File: src/pio_consts.svh
`ifndef PIO_CONSTS_SVH
`define PIO_CONSTS_SVH
// ************************************************************
// widths
// ************************************************************
`define ADDR_W        12
`define AREG_W        13
`define MDATA_W       32
`define HDATA_W       16
`define SDATA_W       8
`define GP_W          2
// ************************************************************
// field positions and reset values
// ************************************************************
`define AREG_TOP_BIT  12
`define PC_TOP_BIT    12
`define CLKDIV_W      1
`define GPO_RST       2'h0
`define BUF_RST       32'h0000_0000
`define ADDR_RST      12'h000
`endif

File: src/pio_pkg.sv
`include "pio_consts.svh"
package pio_pkg;
  typedef enum logic [2:0] {
    MS_IDLE  = 3'b000,
    MS_RDLO  = 3'b001,
    MS_RDHI  = 3'b010,
    MS_WRLO  = 3'b011,
    MS_WRHI  = 3'b100
  } mem_state_t;

  typedef struct packed {
    logic                  valid;
    logic                  write;
    logic                  isFetch;
    logic [`AREG_W-1:0]    addr;
    logic [`MDATA_W-1:0]   wdata;
    logic [2:0]            byteCnt;
  } mem_req_t;

  typedef struct packed {
    logic                  wide32;
    logic [1:0]            byteSel;
  } mode_cfg_t;
endpackage : pio_pkg

File: src/dsp_parallel_port.sv
`include "pio_consts.svh"
module dsp_parallel_port
  import pio_pkg::*;
(
  input  wire logic                 clk_sys,            // crystal-rate clock
  input  wire logic                 srst,               // sync reset, high
  input  wire logic                 slaveMode,          // mode pin, 1 = slave
  input  wire mem_req_t             memReq,             // access request
  input  wire mode_cfg_t            modeCfg,            // status settings
  input  wire logic [`GP_W-1:0]     gpoWrData,          // general output data
  input  wire logic                 gpoWrEn,            // general output write
  input  wire logic [`MDATA_W-1:0]  hostTxWord,         // word for host to read
  input  wire logic                 hostTxLoad,         // load word for host
  input  wire logic                 hostRxTake,         // core took host word
  output logic                      memBusy,            // access in progress
  output logic [`MDATA_W-1:0]       memRdData,          // read result
  output logic                      memRdValid,         // read result pulse
  output logic [`MDATA_W-1:0]       hostRxWord,         // word from host
  output logic                      hostRxValid,        // host word ready
  output logic [`GP_W-1:0]          gpInRead,           // general input level
  output logic                      sysClkOut,          // half-rate clock out
  input  wire logic                 host_cs_n,          // chip select
  input  wire logic                 host_write_strobe_n,// host write strobe
  input  wire logic                 host_read_strobe_n, // host read strobe
  input  wire logic [`HDATA_W-1:0]  host_data_bus_i,    // host bus in
  output logic [`HDATA_W-1:0]       host_data_bus_o,    // host bus out
  output logic                      host_data_bus_oe,   // host bus drive
  output logic                      host_transfer_request, // host request
  output logic [`ADDR_W-1:0]        memory_address_out, // memory address
  output logic                      speed_area_select,  // top address bit
  output logic                      mem_wr_n,           // memory write
  output logic                      mem_rd_n,           // memory read
  input  wire logic [`MDATA_W-1:0]  master_memory_data_i,  // master bus in
  output logic [`MDATA_W-1:0]       master_memory_data_o,  // master bus out
  output logic                      master_memory_data_oe, // master bus drive
  input  wire logic [`SDATA_W-1:0]  slave_memory_data_i,   // slave bus in
  output logic [`SDATA_W-1:0]       slave_memory_data_o,   // slave bus out
  output logic                      slave_memory_data_oe,  // slave bus drive
  input  wire logic [`GP_W-1:0]     gp_input_pins,      // general inputs
  output logic [`GP_W-1:0]          gp_output_pins      // general outputs
);
  // ************************************************************
  // pin synchronisers
  // ************************************************************
  logic [2:0]             csSync_ff, wrSync_ff, rdSync_ff, modeSync_ff;
  logic [`GP_W-1:0]       gpS1_ff, gpS2_ff, gpS3_ff;
  logic [`HDATA_W-1:0]    hdS1_ff, hdS2_ff;
  logic [`SDATA_W-1:0]    sdS1_ff;
  logic [`MDATA_W-1:0]    mdS1_ff;
  logic                   csLo, wrLo, rdLo, wrLoPrev_ff, rdLoPrev_ff;
  logic                   isSlave;

  always_ff @(posedge clk_sys) begin
    if (srst) begin
      csSync_ff   <= 3'h7;
      wrSync_ff   <= 3'h7;
      rdSync_ff   <= 3'h7;
      modeSync_ff <= 3'h0;
      gpS1_ff     <= `GPO_RST;
      gpS2_ff     <= `GPO_RST;
      gpS3_ff     <= `GPO_RST;
      wrLoPrev_ff <= 1'b0;
      rdLoPrev_ff <= 1'b0;
    end else begin
      csSync_ff   <= {csSync_ff[1:0], host_cs_n};
      wrSync_ff   <= {wrSync_ff[1:0], host_write_strobe_n};
      rdSync_ff   <= {rdSync_ff[1:0], host_read_strobe_n};
      modeSync_ff <= {modeSync_ff[1:0], slaveMode};
      gpS1_ff     <= gp_input_pins;
      gpS2_ff     <= gpS1_ff;
      gpS3_ff     <= gpS2_ff;
      wrLoPrev_ff <= wrLo;
      rdLoPrev_ff <= rdLo;
    end
  end

  always_ff @(posedge clk_sys) begin
    hdS1_ff <= host_data_bus_i;
    hdS2_ff <= hdS1_ff;
    sdS1_ff <= slave_memory_data_i;
    mdS1_ff <= master_memory_data_i;
  end

  // a level counts once stages two and three agree
  logic csLo_ff, wrLo_ff, rdLo_ff, slave_ff;
  always_ff @(posedge clk_sys) begin
    if (srst) begin
      csLo_ff  <= 1'b0;
      wrLo_ff  <= 1'b0;
      rdLo_ff  <= 1'b0;
      slave_ff <= 1'b0;
    end else begin
      if (csSync_ff[1] == csSync_ff[2]) csLo_ff <= ~csSync_ff[2];
      if (wrSync_ff[1] == wrSync_ff[2]) wrLo_ff <= ~wrSync_ff[2];
      if (rdSync_ff[1] == rdSync_ff[2]) rdLo_ff <= ~rdSync_ff[2];
      if (modeSync_ff[1] == modeSync_ff[2]) slave_ff <= modeSync_ff[2];
    end
  end
  assign isSlave = slave_ff;
  assign csLo    = csLo_ff;
  assign wrLo    = wrLo_ff & csLo_ff;
  assign rdLo    = rdLo_ff & csLo_ff;

  // ************************************************************
  // system clock divider
  // ************************************************************
  logic sysClk_ff, nxt_sysClk;
  assign nxt_sysClk = ~sysClk_ff;
  always_ff @(posedge clk_sys) begin
    if (srst) sysClk_ff <= 1'b0;
    else      sysClk_ff <= nxt_sysClk;
  end
  logic sysEn;
  assign sysEn = sysClk_ff;

  // ************************************************************
  // host port
  // ************************************************************
  logic [`MDATA_W-1:0] hostBuf_ff, nxt_hostBuf;
  logic                halfIdx_ff, nxt_halfIdx;
  logic                rxFull_ff, nxt_rxFull;
  logic                txFull_ff, nxt_txFull;
  logic                hOe_ff, nxt_hOe;
  logic [`HDATA_W-1:0] hOut_ff, nxt_hOut;
  logic                rqm_ff, nxt_rqm;
  logic                wrDone, rdDone;

  assign wrDone = wrLoPrev_ff & ~wrLo;
  assign rdDone = rdLoPrev_ff & ~rdLo;

  always_comb begin
    nxt_hostBuf = hostBuf_ff;
    nxt_halfIdx = halfIdx_ff;
    nxt_rxFull  = rxFull_ff & ~hostRxTake;
    nxt_txFull  = txFull_ff;
    if (hostTxLoad) begin
      nxt_hostBuf = hostTxWord;
      nxt_txFull  = 1'b1;
      nxt_halfIdx = 1'b0;
    end else if (isSlave && wrDone) begin
      if (halfIdx_ff) nxt_hostBuf[31:16] = hdS2_ff;
      else            nxt_hostBuf[15:0]  = hdS2_ff;
      if (!modeCfg.wide32 || halfIdx_ff) begin
        nxt_rxFull  = 1'b1;
        nxt_halfIdx = 1'b0;
      end else begin
        nxt_halfIdx = 1'b1;
      end
    end else if (isSlave && rdDone) begin
      if (!modeCfg.wide32 || halfIdx_ff) begin
        nxt_txFull  = 1'b0;
        nxt_halfIdx = 1'b0;
      end else begin
        nxt_halfIdx = 1'b1;
      end
    end
    nxt_hOe  = isSlave & rdLo;
    nxt_hOut = halfIdx_ff ? hostBuf_ff[31:16] : hostBuf_ff[15:0];
    nxt_rqm  = isSlave & (nxt_txFull | ~nxt_rxFull);
  end

  always_ff @(posedge clk_sys) begin
    if (srst) begin
      hostBuf_ff <= `BUF_RST;
      halfIdx_ff <= 1'b0;
      rxFull_ff  <= 1'b0;
      txFull_ff  <= 1'b0;
      hOe_ff     <= 1'b0;
      hOut_ff    <= '0;
      rqm_ff     <= 1'b0;
    end else begin
      hostBuf_ff <= nxt_hostBuf;
      halfIdx_ff <= nxt_halfIdx;
      rxFull_ff  <= nxt_rxFull;
      txFull_ff  <= nxt_txFull;
      hOe_ff     <= nxt_hOe;
      hOut_ff    <= nxt_hOut;
      rqm_ff     <= nxt_rqm;
    end
  end

  // ************************************************************
  // external memory sequencer
  // ************************************************************
  mem_state_t          st_ff, nxt_st;
  logic [`AREG_W-1:0]  addrReg_ff, nxt_addrReg;
  logic [`MDATA_W-1:0] dataBuf_ff, nxt_dataBuf;
  logic [2:0]          bytesLeft_ff, nxt_bytesLeft;
  logic [1:0]          byteIdx_ff, nxt_byteIdx;
  logic                fetch_ff, nxt_fetch;
  logic                rdV_ff, nxt_rdV, busy_ff, nxt_busy;
  logic [2:0]          reqBytes;

  assign reqBytes = (memReq.byteCnt == 3'h0) ? {1'b0, modeCfg.byteSel} + 3'h1
                                             : memReq.byteCnt;

  always_comb begin
    nxt_st        = st_ff;
    nxt_addrReg   = addrReg_ff;
    nxt_dataBuf   = dataBuf_ff;
    nxt_bytesLeft = bytesLeft_ff;
    nxt_byteIdx   = byteIdx_ff;
    nxt_fetch     = fetch_ff;
    nxt_rdV       = 1'b0;
    if (sysEn) begin
      unique case (st_ff)
        MS_IDLE: begin
          if (memReq.valid) begin
            nxt_addrReg   = memReq.addr;
            nxt_fetch     = memReq.isFetch & ~isSlave;
            nxt_dataBuf   = memReq.wdata;
            nxt_bytesLeft = isSlave ? reqBytes : 3'h1;
            nxt_byteIdx   = 2'h0;
            nxt_st        = memReq.write ? MS_WRLO : MS_RDLO;
          end
        end
        MS_RDLO: nxt_st = MS_RDHI;
        MS_RDHI: begin
          if (isSlave) nxt_dataBuf[byteIdx_ff*8 +: 8] = sdS1_ff;
          else         nxt_dataBuf = mdS1_ff;
          nxt_bytesLeft = bytesLeft_ff - 3'h1;
          nxt_byteIdx   = byteIdx_ff + 2'h1;
          if (bytesLeft_ff == 3'h1) begin
            nxt_st  = MS_IDLE;
            nxt_rdV = 1'b1;
          end else begin
            nxt_st = MS_RDLO;
          end
          nxt_addrReg = addrReg_ff + 13'h1;
        end
        MS_WRLO: nxt_st = MS_WRHI;
        MS_WRHI: begin
          nxt_bytesLeft = bytesLeft_ff - 3'h1;
          nxt_byteIdx   = byteIdx_ff + 2'h1;
          nxt_st        = (bytesLeft_ff == 3'h1) ? MS_IDLE : MS_WRLO;
          nxt_addrReg   = addrReg_ff + 13'h1;
        end
        default: nxt_st = MS_IDLE;
      endcase
    end
    nxt_busy = (nxt_st != MS_IDLE);
  end

  always_ff @(posedge clk_sys) begin
    if (srst) begin
      st_ff        <= MS_IDLE;
      addrReg_ff   <= '0;
      dataBuf_ff   <= `BUF_RST;
      bytesLeft_ff <= 3'h0;
      byteIdx_ff   <= 2'h0;
      fetch_ff     <= 1'b0;
      rdV_ff       <= 1'b0;
      busy_ff      <= 1'b0;
    end else begin
      st_ff        <= nxt_st;
      addrReg_ff   <= nxt_addrReg;
      dataBuf_ff   <= nxt_dataBuf;
      bytesLeft_ff <= nxt_bytesLeft;
      byteIdx_ff   <= nxt_byteIdx;
      fetch_ff     <= nxt_fetch;
      rdV_ff       <= nxt_rdV;
      busy_ff      <= nxt_busy;
    end
  end

  // ************************************************************
  // registered pins
  // ************************************************************
  logic inWr;
  assign inWr = (nxt_st == MS_WRLO) | (nxt_st == MS_WRHI);

  logic [`GP_W-1:0] gpo_ff;
  always_ff @(posedge clk_sys) begin
    if (srst) begin
      memory_address_out    <= `ADDR_RST;
      speed_area_select     <= 1'b0;
      mem_wr_n              <= 1'b1;
      mem_rd_n              <= 1'b1;
      master_memory_data_o  <= '0;
      master_memory_data_oe <= 1'b0;
      slave_memory_data_o   <= '0;
      slave_memory_data_oe  <= 1'b0;
      gpo_ff                <= `GPO_RST;
      gpInRead              <= `GPO_RST;
    end else begin
      memory_address_out    <= nxt_addrReg[`ADDR_W-1:0];
      speed_area_select     <= nxt_fetch ? 1'b0 : nxt_addrReg[`AREG_TOP_BIT];
      mem_wr_n              <= ~(nxt_st == MS_WRHI);
      mem_rd_n              <= ~(nxt_st == MS_RDHI);
      master_memory_data_o  <= nxt_dataBuf;
      master_memory_data_oe <= inWr & ~isSlave;
      slave_memory_data_o   <= nxt_dataBuf[nxt_byteIdx*8 +: 8];
      slave_memory_data_oe  <= inWr & isSlave;
      if (gpoWrEn) gpo_ff <= gpoWrData;
      gpInRead              <= isSlave ? gpS3_ff : `GPO_RST;
    end
  end

  assign memBusy               = busy_ff;
  assign memRdData             = dataBuf_ff;
  assign memRdValid            = rdV_ff;
  assign hostRxWord            = hostBuf_ff;
  assign hostRxValid           = rxFull_ff;
  assign host_data_bus_o       = hOut_ff;
  assign host_data_bus_oe      = hOe_ff;
  assign host_transfer_request = rqm_ff;
  assign gp_output_pins        = gpo_ff;
  assign sysClkOut             = sysClk_ff;
endmodule : dsp_parallel_port

File: config.mk
export PLATFORM = sky130hd
export DESIGN_NAME = dsp_parallel_port
export DESIGN_NICKNAME = d
export VERILOG_FILES = /design/src/pio_pkg.sv /design/src/dsp_parallel_port.sv
export VERILOG_INCLUDE_DIRS = /design/src /design/src/src
export SDC_FILE = /design/constraint.sdc
export NUM_CORES = 1
export LEC_CHECK = 0
export ABC_AREA = 1
export BUFFER_PORTS_ARGS = -buffer_cell sky130_fd_sc_hd__buf_2
export CAP_MARGIN = 25
export CORE_ASPECT_RATIO = 0.8
export CORE_MARGIN = 10
export CORE_UTILIZATION = 55
export CTS_CLUSTER_SIZE = 20
export DETAILED_ROUTE_END_ITERATION = 10
export PLACE_DENSITY = 0.82
export SYNTH_ARGS = -nofsm -noshare
export SYNTH_HDL_FRONTEND = slang
export SYNTH_SLANG_ARGS = --single-unit
File: constraint.sdc
create_clock -name clk_sys -period 3.14 [get_ports clk_sys]
set_input_delay 0.628 -clock clk_sys [delete_from_list [all_inputs] [get_ports clk_sys]]
set_output_delay 0.628 -clock clk_sys [all_outputs]
set_load 0.02 [all_outputs]
== Word level (Yosys, flattened, before mapping) ==
Cells that the tools add are included.
Storage, ports and cells
  register bits: 235
  output and inout port bits: 147
  logic and storage cells: 148
Cells by class
  add/subtract/negate cells: 5
  equal/unequal tests: 14
  shift operators: 3
  mux-type cells: 40
  bitwise gates (word level): 24
  reductions and logical operators: 19
Operator list (count)
  2-to-1 mux 32 bit: 5
  case mux 32 bit (2 select lines): 1
  2-to-1 mux 16 bit: 3
  negation 5 -> 34 bit: 1
  variable shift 8 x 34 -> 32 bit, first input constant: 1
  variable part select 8 x 34 -> 32 bit: 1
  bitwise mux 32 bit: 1
  variable part select 32 x 6 -> 8 bit: 1
  2-to-1 mux 13 bit: 2
  case mux 13 bit (2 select lines): 1
  2-to-1 mux 1 bit: 15
  2-to-1 mux 3 bit: 5
  case mux 3 bit (5 select lines): 1
  adder 13 x 1 -> 13 bit, second input constant: 1
  equality test 3 x 2 -> 1 bit, second input constant: 4
  NOT 1 bit: 12
  AND 1 bit: 10
  2-to-1 mux 2 bit: 4
  nonzero test 2 bit: 4
  OR reduction 2 bit: 4
  equality test 3 x 1 -> 1 bit, second input constant: 2
  equality test 3 bit, second input constant: 2
  zero test 3 bit: 2
  case mux 3 bit (2 select lines): 1
  14 further kinds: 21

== Longest topological paths before layout ==
  depth after elaboration: 9
  depth in mapped cells: 14
  gate-level depth less buffers: 14

== Least setup slack after synthesis ==
Ideal clock, no wire load.
  path type: reg2reg
  start: register byteIdx_ff[0]
  end: register slave_memory_data_o[0]
  setup time: 0.064 ns
  arrival: 1.791 ns
  required time: 3.076 ns
  slack: 1.285 ns
  stages on the path, launching flop included: 15
  clock period less this slack: 1.855 ns
  cell sequence: dfxtp_1 -> inv_1 -> ha_1 -> inv_1 -> nor2_1 -> nand3b_1 -> nand2_1 -> nand2_1 -> nand2_1 -> nand2_1 -> nand2_1 -> nand2_1 -> nand2_1 -> nor2_1 -> nor2_1
Between the ends
  longest elaborated chain between the ends: 7
RTL lines
  start, declared: RTL line dsp_parallel_port.sv:189  | logic [1:0] byteIdx_ff, nxt_byteIdx;
  start signal, assigned: RTL line dsp_parallel_port.sv:259  | byteIdx_ff <= nxt_byteIdx;
  negation 5 -> 34 bit: RTL line dsp_parallel_port.sv:219  | if (isSlave) nxt_dataBuf[byteIdx_ff*8 +: 8] = sdS1_ff;
  variable part select 8 x 34 -> 32 bit / variable shift 8 x 34 -> 32 bit (equally long branches): RTL line dsp_parallel_port.sv:219
  bitwise mux 32 bit: RTL line dsp_parallel_port.sv:219
  2-to-1 mux 32 bit: RTL line dsp_parallel_port.sv:219
  case mux 32 bit (2 select lines): RTL line dsp_parallel_port.sv:206  | unique case (st_ff)
  2-to-1 mux 32 bit: RTL line dsp_parallel_port.sv:205  | if (sysEn) begin
  variable part select 32 x 6 -> 8 bit (*): RTL line dsp_parallel_port.sv:292  | slave_memory_data_o <= nxt_dataBuf[nxt_byteIdx*8 +: 8];
  end signal, assigned: RTL line dsp_parallel_port.sv:292
  end, declared: RTL line dsp_parallel_port.sv:37  | output logic [`SDATA_W-1:0] slave_memory_data_o,
Every way passes the cells marked *; elsewhere a longest branch is shown, timed or not.
A chain may end at the register's enable or synchronous reset.

== Final worst setup path ==
  start: register byteIdx_ff[0]
  end: register slave_memory_data_o[3]
Same word-level chain as after synthesis.

==> results.txt <==
----------------------------------------------------
[Run status]
  Result of the run ... complete, no violations

[Power]
  Leakage ... 0.005922 uW
  Logic pwr share ... 0.125
  Net Sw Frac ... 0.2668
  Part of the total power dissipated in sequential elements ... 0.454
  Internal power consumption ... 4961 uW
  Peak supply drop ... 0.4710 mV
  Switching component of the power ... 1805 uW
  Proportion of power drawn by the clock network ... 0.421
  PD cells ... 576.4 mW/mm^2

[Yosys]
  Syn Nets ... 1,531
  Post-synthesis cell area ... 0.009677 sq mm
  Ys async rst share ... 0
  Number of enable-type register cells in the synthesized netlist ... 0
  Yosys warning total ... 0
  Post-Syn Instances ... 1,367
  Share of synthesized area occupied by flip-flops and latches ... 0.4613
  #FFs+latches synth ... 223
  Mean cell area of the mapped netlist ... 7.079 sq um
  Netlist cell types ... 38
  Flip-flop cell with the highest count after synthesis ... sky130_fd_sc_hd__dfxtp_1

[Timing]
  Count of final max-slew check failures ... 0
  Unrepaired setup endpoints after global routing ... false
  Setup-failing EPs final ... 0
  Period minus WS final ... 2337 ps
  Part of the cycle the worst path needs ... 0.7442
  Achievable clock frequency ... 427.9 MHz
  Endpoints failing hold ... 0
  Layout Skew ... 23.43 ps
  Worst-margin pin slew ... 915.5 ps
  Total Negative Setup Slacks ... 0 ps
  Relative slew slack ... 0.3897

[Critical path]
  Worst setup EP type ... register
  Arrival time at the worst endpoint ... 2790 ps
  Maximum fanout along the worst path ... 11
  Kind of critical path ... register to register
  Data required time at the worst endpoint ... 3590 ps
  Setup crit start kind ... register

[Clock network]
  Clock slew at the register clock pins of the worst setup and hold paths ... 70 ps
  Post-CTS setup buffer count ... 0
  CTS max path bufs ... 3
  Clock net sink count ... 223
  Clock insertion delay at the later pin of the skew report ... 520 ps
  H-tree level count ... 1
  Clock Root Buffer ... sky130_fd_sc_hd__clkbuf_16
  CTS tree ... built
  Cts-stage hold buffer count ... 0
  Post-cts repair resize count ... 0
  Number of buffers created by CTS ... 22

[Routing]
  Number of design rule violations left after detail routing ... 0
  Final routed wire length divided by cell count ... 17.41 microns
  Remaining antenna violation count after routing ... 0
  Vias after detailed routing ... 9,732
  Routed vias/inst ... 5.283
  Total routed wirelength ... 32,070 microns
  Detailed-routing iteration count for the pre-antenna-repair pass ... 8
  Violation count after the first detailed-route iteration ... 969

[Final layout]
  Ratio of cells with drive above 1 in the final layout ... 0.2389
  Layout overhead on the synthesized area ... 21.32%
  Commonest non-fill, non-tap cell in the layout ... sky130_fd_sc_hd__nand2_1
  Commonest cells after routing, fill and taps aside ... 446 x sky130_fd_sc_hd__nand2_1, 300 x sky130_fd_sc_hd__buf_2, 223 x sky130_fd_sc_hd__dfxtp_1
  Number of nets in the finished design ... 1,764
  Number of standard cells in the layout, taps in and fillers out ... 1,842

[Floorplanning]
  Die Footprint ... 0.02333 sq mm
  Effective utilization at floorplan ... 0.5586
  Rows ... 43
  DIE HEIGHT ... 138.6 microns
  Die X-Extent ... 168.3 microns
  Number of top-level pins ... 302
  Floorplan Core Area ... 0.01732 sq mm

[Global route]
  Vias in the first global route ... 9,214
  Antenna violations before repair ... 1
  Maximum number of pins on one net before global-route repair ... 56
  Global-route wire length before repair ... 50,070 microns
  Congestion Overflow GR ... 0
  Global routing usage summed across all routing layers ... 0.2571

[Place]
  # port buffers ... 301
  HPWL after DPL ... 23,430 microns
  Placed cell count ... 1,801
  RePlAce Congestion ... 0.9378

[Hold path]
  Path type of the worst min-delay path ... input port to register

[Job]
  Number of max-cap violations ... 0

----------------------------------------------------
## synth_stat cells (2+ instances only)
cell type                    n  share of area
sky130_fd_sc_hd__a21oi_1   101          0.052
sky130_fd_sc_hd__a221oi_1    3         0.0027
sky130_fd_sc_hd__a22oi_1    16          0.012
sky130_fd_sc_hd__a31oi_1    23          0.015
sky130_fd_sc_hd__buf_1       7         0.0027
sky130_fd_sc_hd__buf_2      25          0.013
sky130_fd_sc_hd__buf_4      45          0.035
sky130_fd_sc_hd__buf_6       6         0.0070
sky130_fd_sc_hd__clkbuf_1   26          0.010
sky130_fd_sc_hd__clkinv_1    2        0.00078
sky130_fd_sc_hd__dfxtp_1   223           0.46
sky130_fd_sc_hd__ha_1        9          0.012
sky130_fd_sc_hd__inv_1      83          0.032
sky130_fd_sc_hd__inv_2       5         0.0019
sky130_fd_sc_hd__nand2_1   446           0.17
sky130_fd_sc_hd__nand2_2     8         0.0052
sky130_fd_sc_hd__nand2_4     4         0.0047
sky130_fd_sc_hd__nand3_1    66          0.034
sky130_fd_sc_hd__nand3b_1    7         0.0054
sky130_fd_sc_hd__nand4_1     6         0.0039
sky130_fd_sc_hd__nor2_1    178          0.069
sky130_fd_sc_hd__nor2_2      5         0.0032
sky130_fd_sc_hd__nor3_1      5         0.0026
sky130_fd_sc_hd__o21ai_0    49          0.025
sky130_fd_sc_hd__or2_2       6         0.0039
## kinds of logic (layout without fill, tap and decap cells)
family / Yosys count / in the layout / synth area share
buf+inv: 199 / 448 / 0.1025
compound gates: 202 / 202 / 0.1166
simple gates: 734 / 734 / 0.3079
fa+ha+maj: 9 / 9 / 0.01164
other cells: 0 / 1 / 0
flops: 223 / 223 / 0.4613
## worst max-delay path: stages (launching register included)
cell and delay, ps:
sky130_fd_sc_hd__dfxtp_1 330, sky130_fd_sc_hd__inv_1 120, sky130_fd_sc_hd__ha_1 280, sky130_fd_sc_hd__inv_1 330
sky130_fd_sc_hd__nand3_1 370, sky130_fd_sc_hd__o21ai_0 290, sky130_fd_sc_hd__nand2_1 70, sky130_fd_sc_hd__nand2_1 60
sky130_fd_sc_hd__nand2_1 70, sky130_fd_sc_hd__nand3_1 110, sky130_fd_sc_hd__nand3_1 100, sky130_fd_sc_hd__a21oi_1 150
## state kept, by name, indices dropped and copies added, names as in the netlist, 8 cells and up
name	flops
hostRxWord	32
master_memory_data_o	32
mdS1_ff	32
hdS1_ff	16
hdS2_ff	16
host_data_bus_o	16
addrReg_ff	13
sdS1_ff	8
slave_memory_data_o	8
## power groups by stage
stage	Sequential [uW]	Clock, uW	Combinational (uW)
2_1_floorplan	3190	0	489
3_3_place_gp	3130	0	821
3_5_place_dp	3130	0	833
4_1_cts	3070	2880	840
5_1_grt	3080	3000	924
6_report	3070	2850	844
## worst paths after layout
path / start / end / slack [ps] / cells after the start
min reg2reg: hdS1_ff[13] / hdS2_ff[13] / 330 / 0
max reg2reg: byteIdx_ff[0] / slave_memory_data_o[3] / 800 / 11
max: byteIdx_ff[0] / slave_memory_data_o[3] / 800 / 11
min: master_memory_data_i[23] / mdS1_ff[23] / 200 / 1
## stage by stage
step	hold WS [ps]	cell area, sq um	utilization	worst slack, ps	total power (uW)
final	199.2	11740	0.6777	803.2	6766
after global routing	186.8	11740	0.6777	554.1	7004
after CTS	188.0	11740	0.6775	838.5	6788
after detailed placement	312.1	10940	0.6315	881.3	3964
after global placement	309.9	10940	0.6315	913.2	3947
after floorplan	309.6	9677	-	1285	3674
## area by class of cell
class	instances	area (sq um)
clock buffer	32	648.1
clock inverter	8	148.9
sequential	223	4464
fill	1513	5584
timing repair buffer	318	1637
antenna	1	2.502
tap	225	281.5
multi-input combinational	945	4220
inverter	90	337.8
## metal layers
metal  global-route usage  up-vias  wire, microns
li1                     -     4781              -
met3              0.06799       43           3291
met4              0.05444        0            592
met5                    0        -              0
met1               0.3399     4425          13430
met2               0.4120      483          14750
No activity file was read; power rests on OpenSTA's default activity.
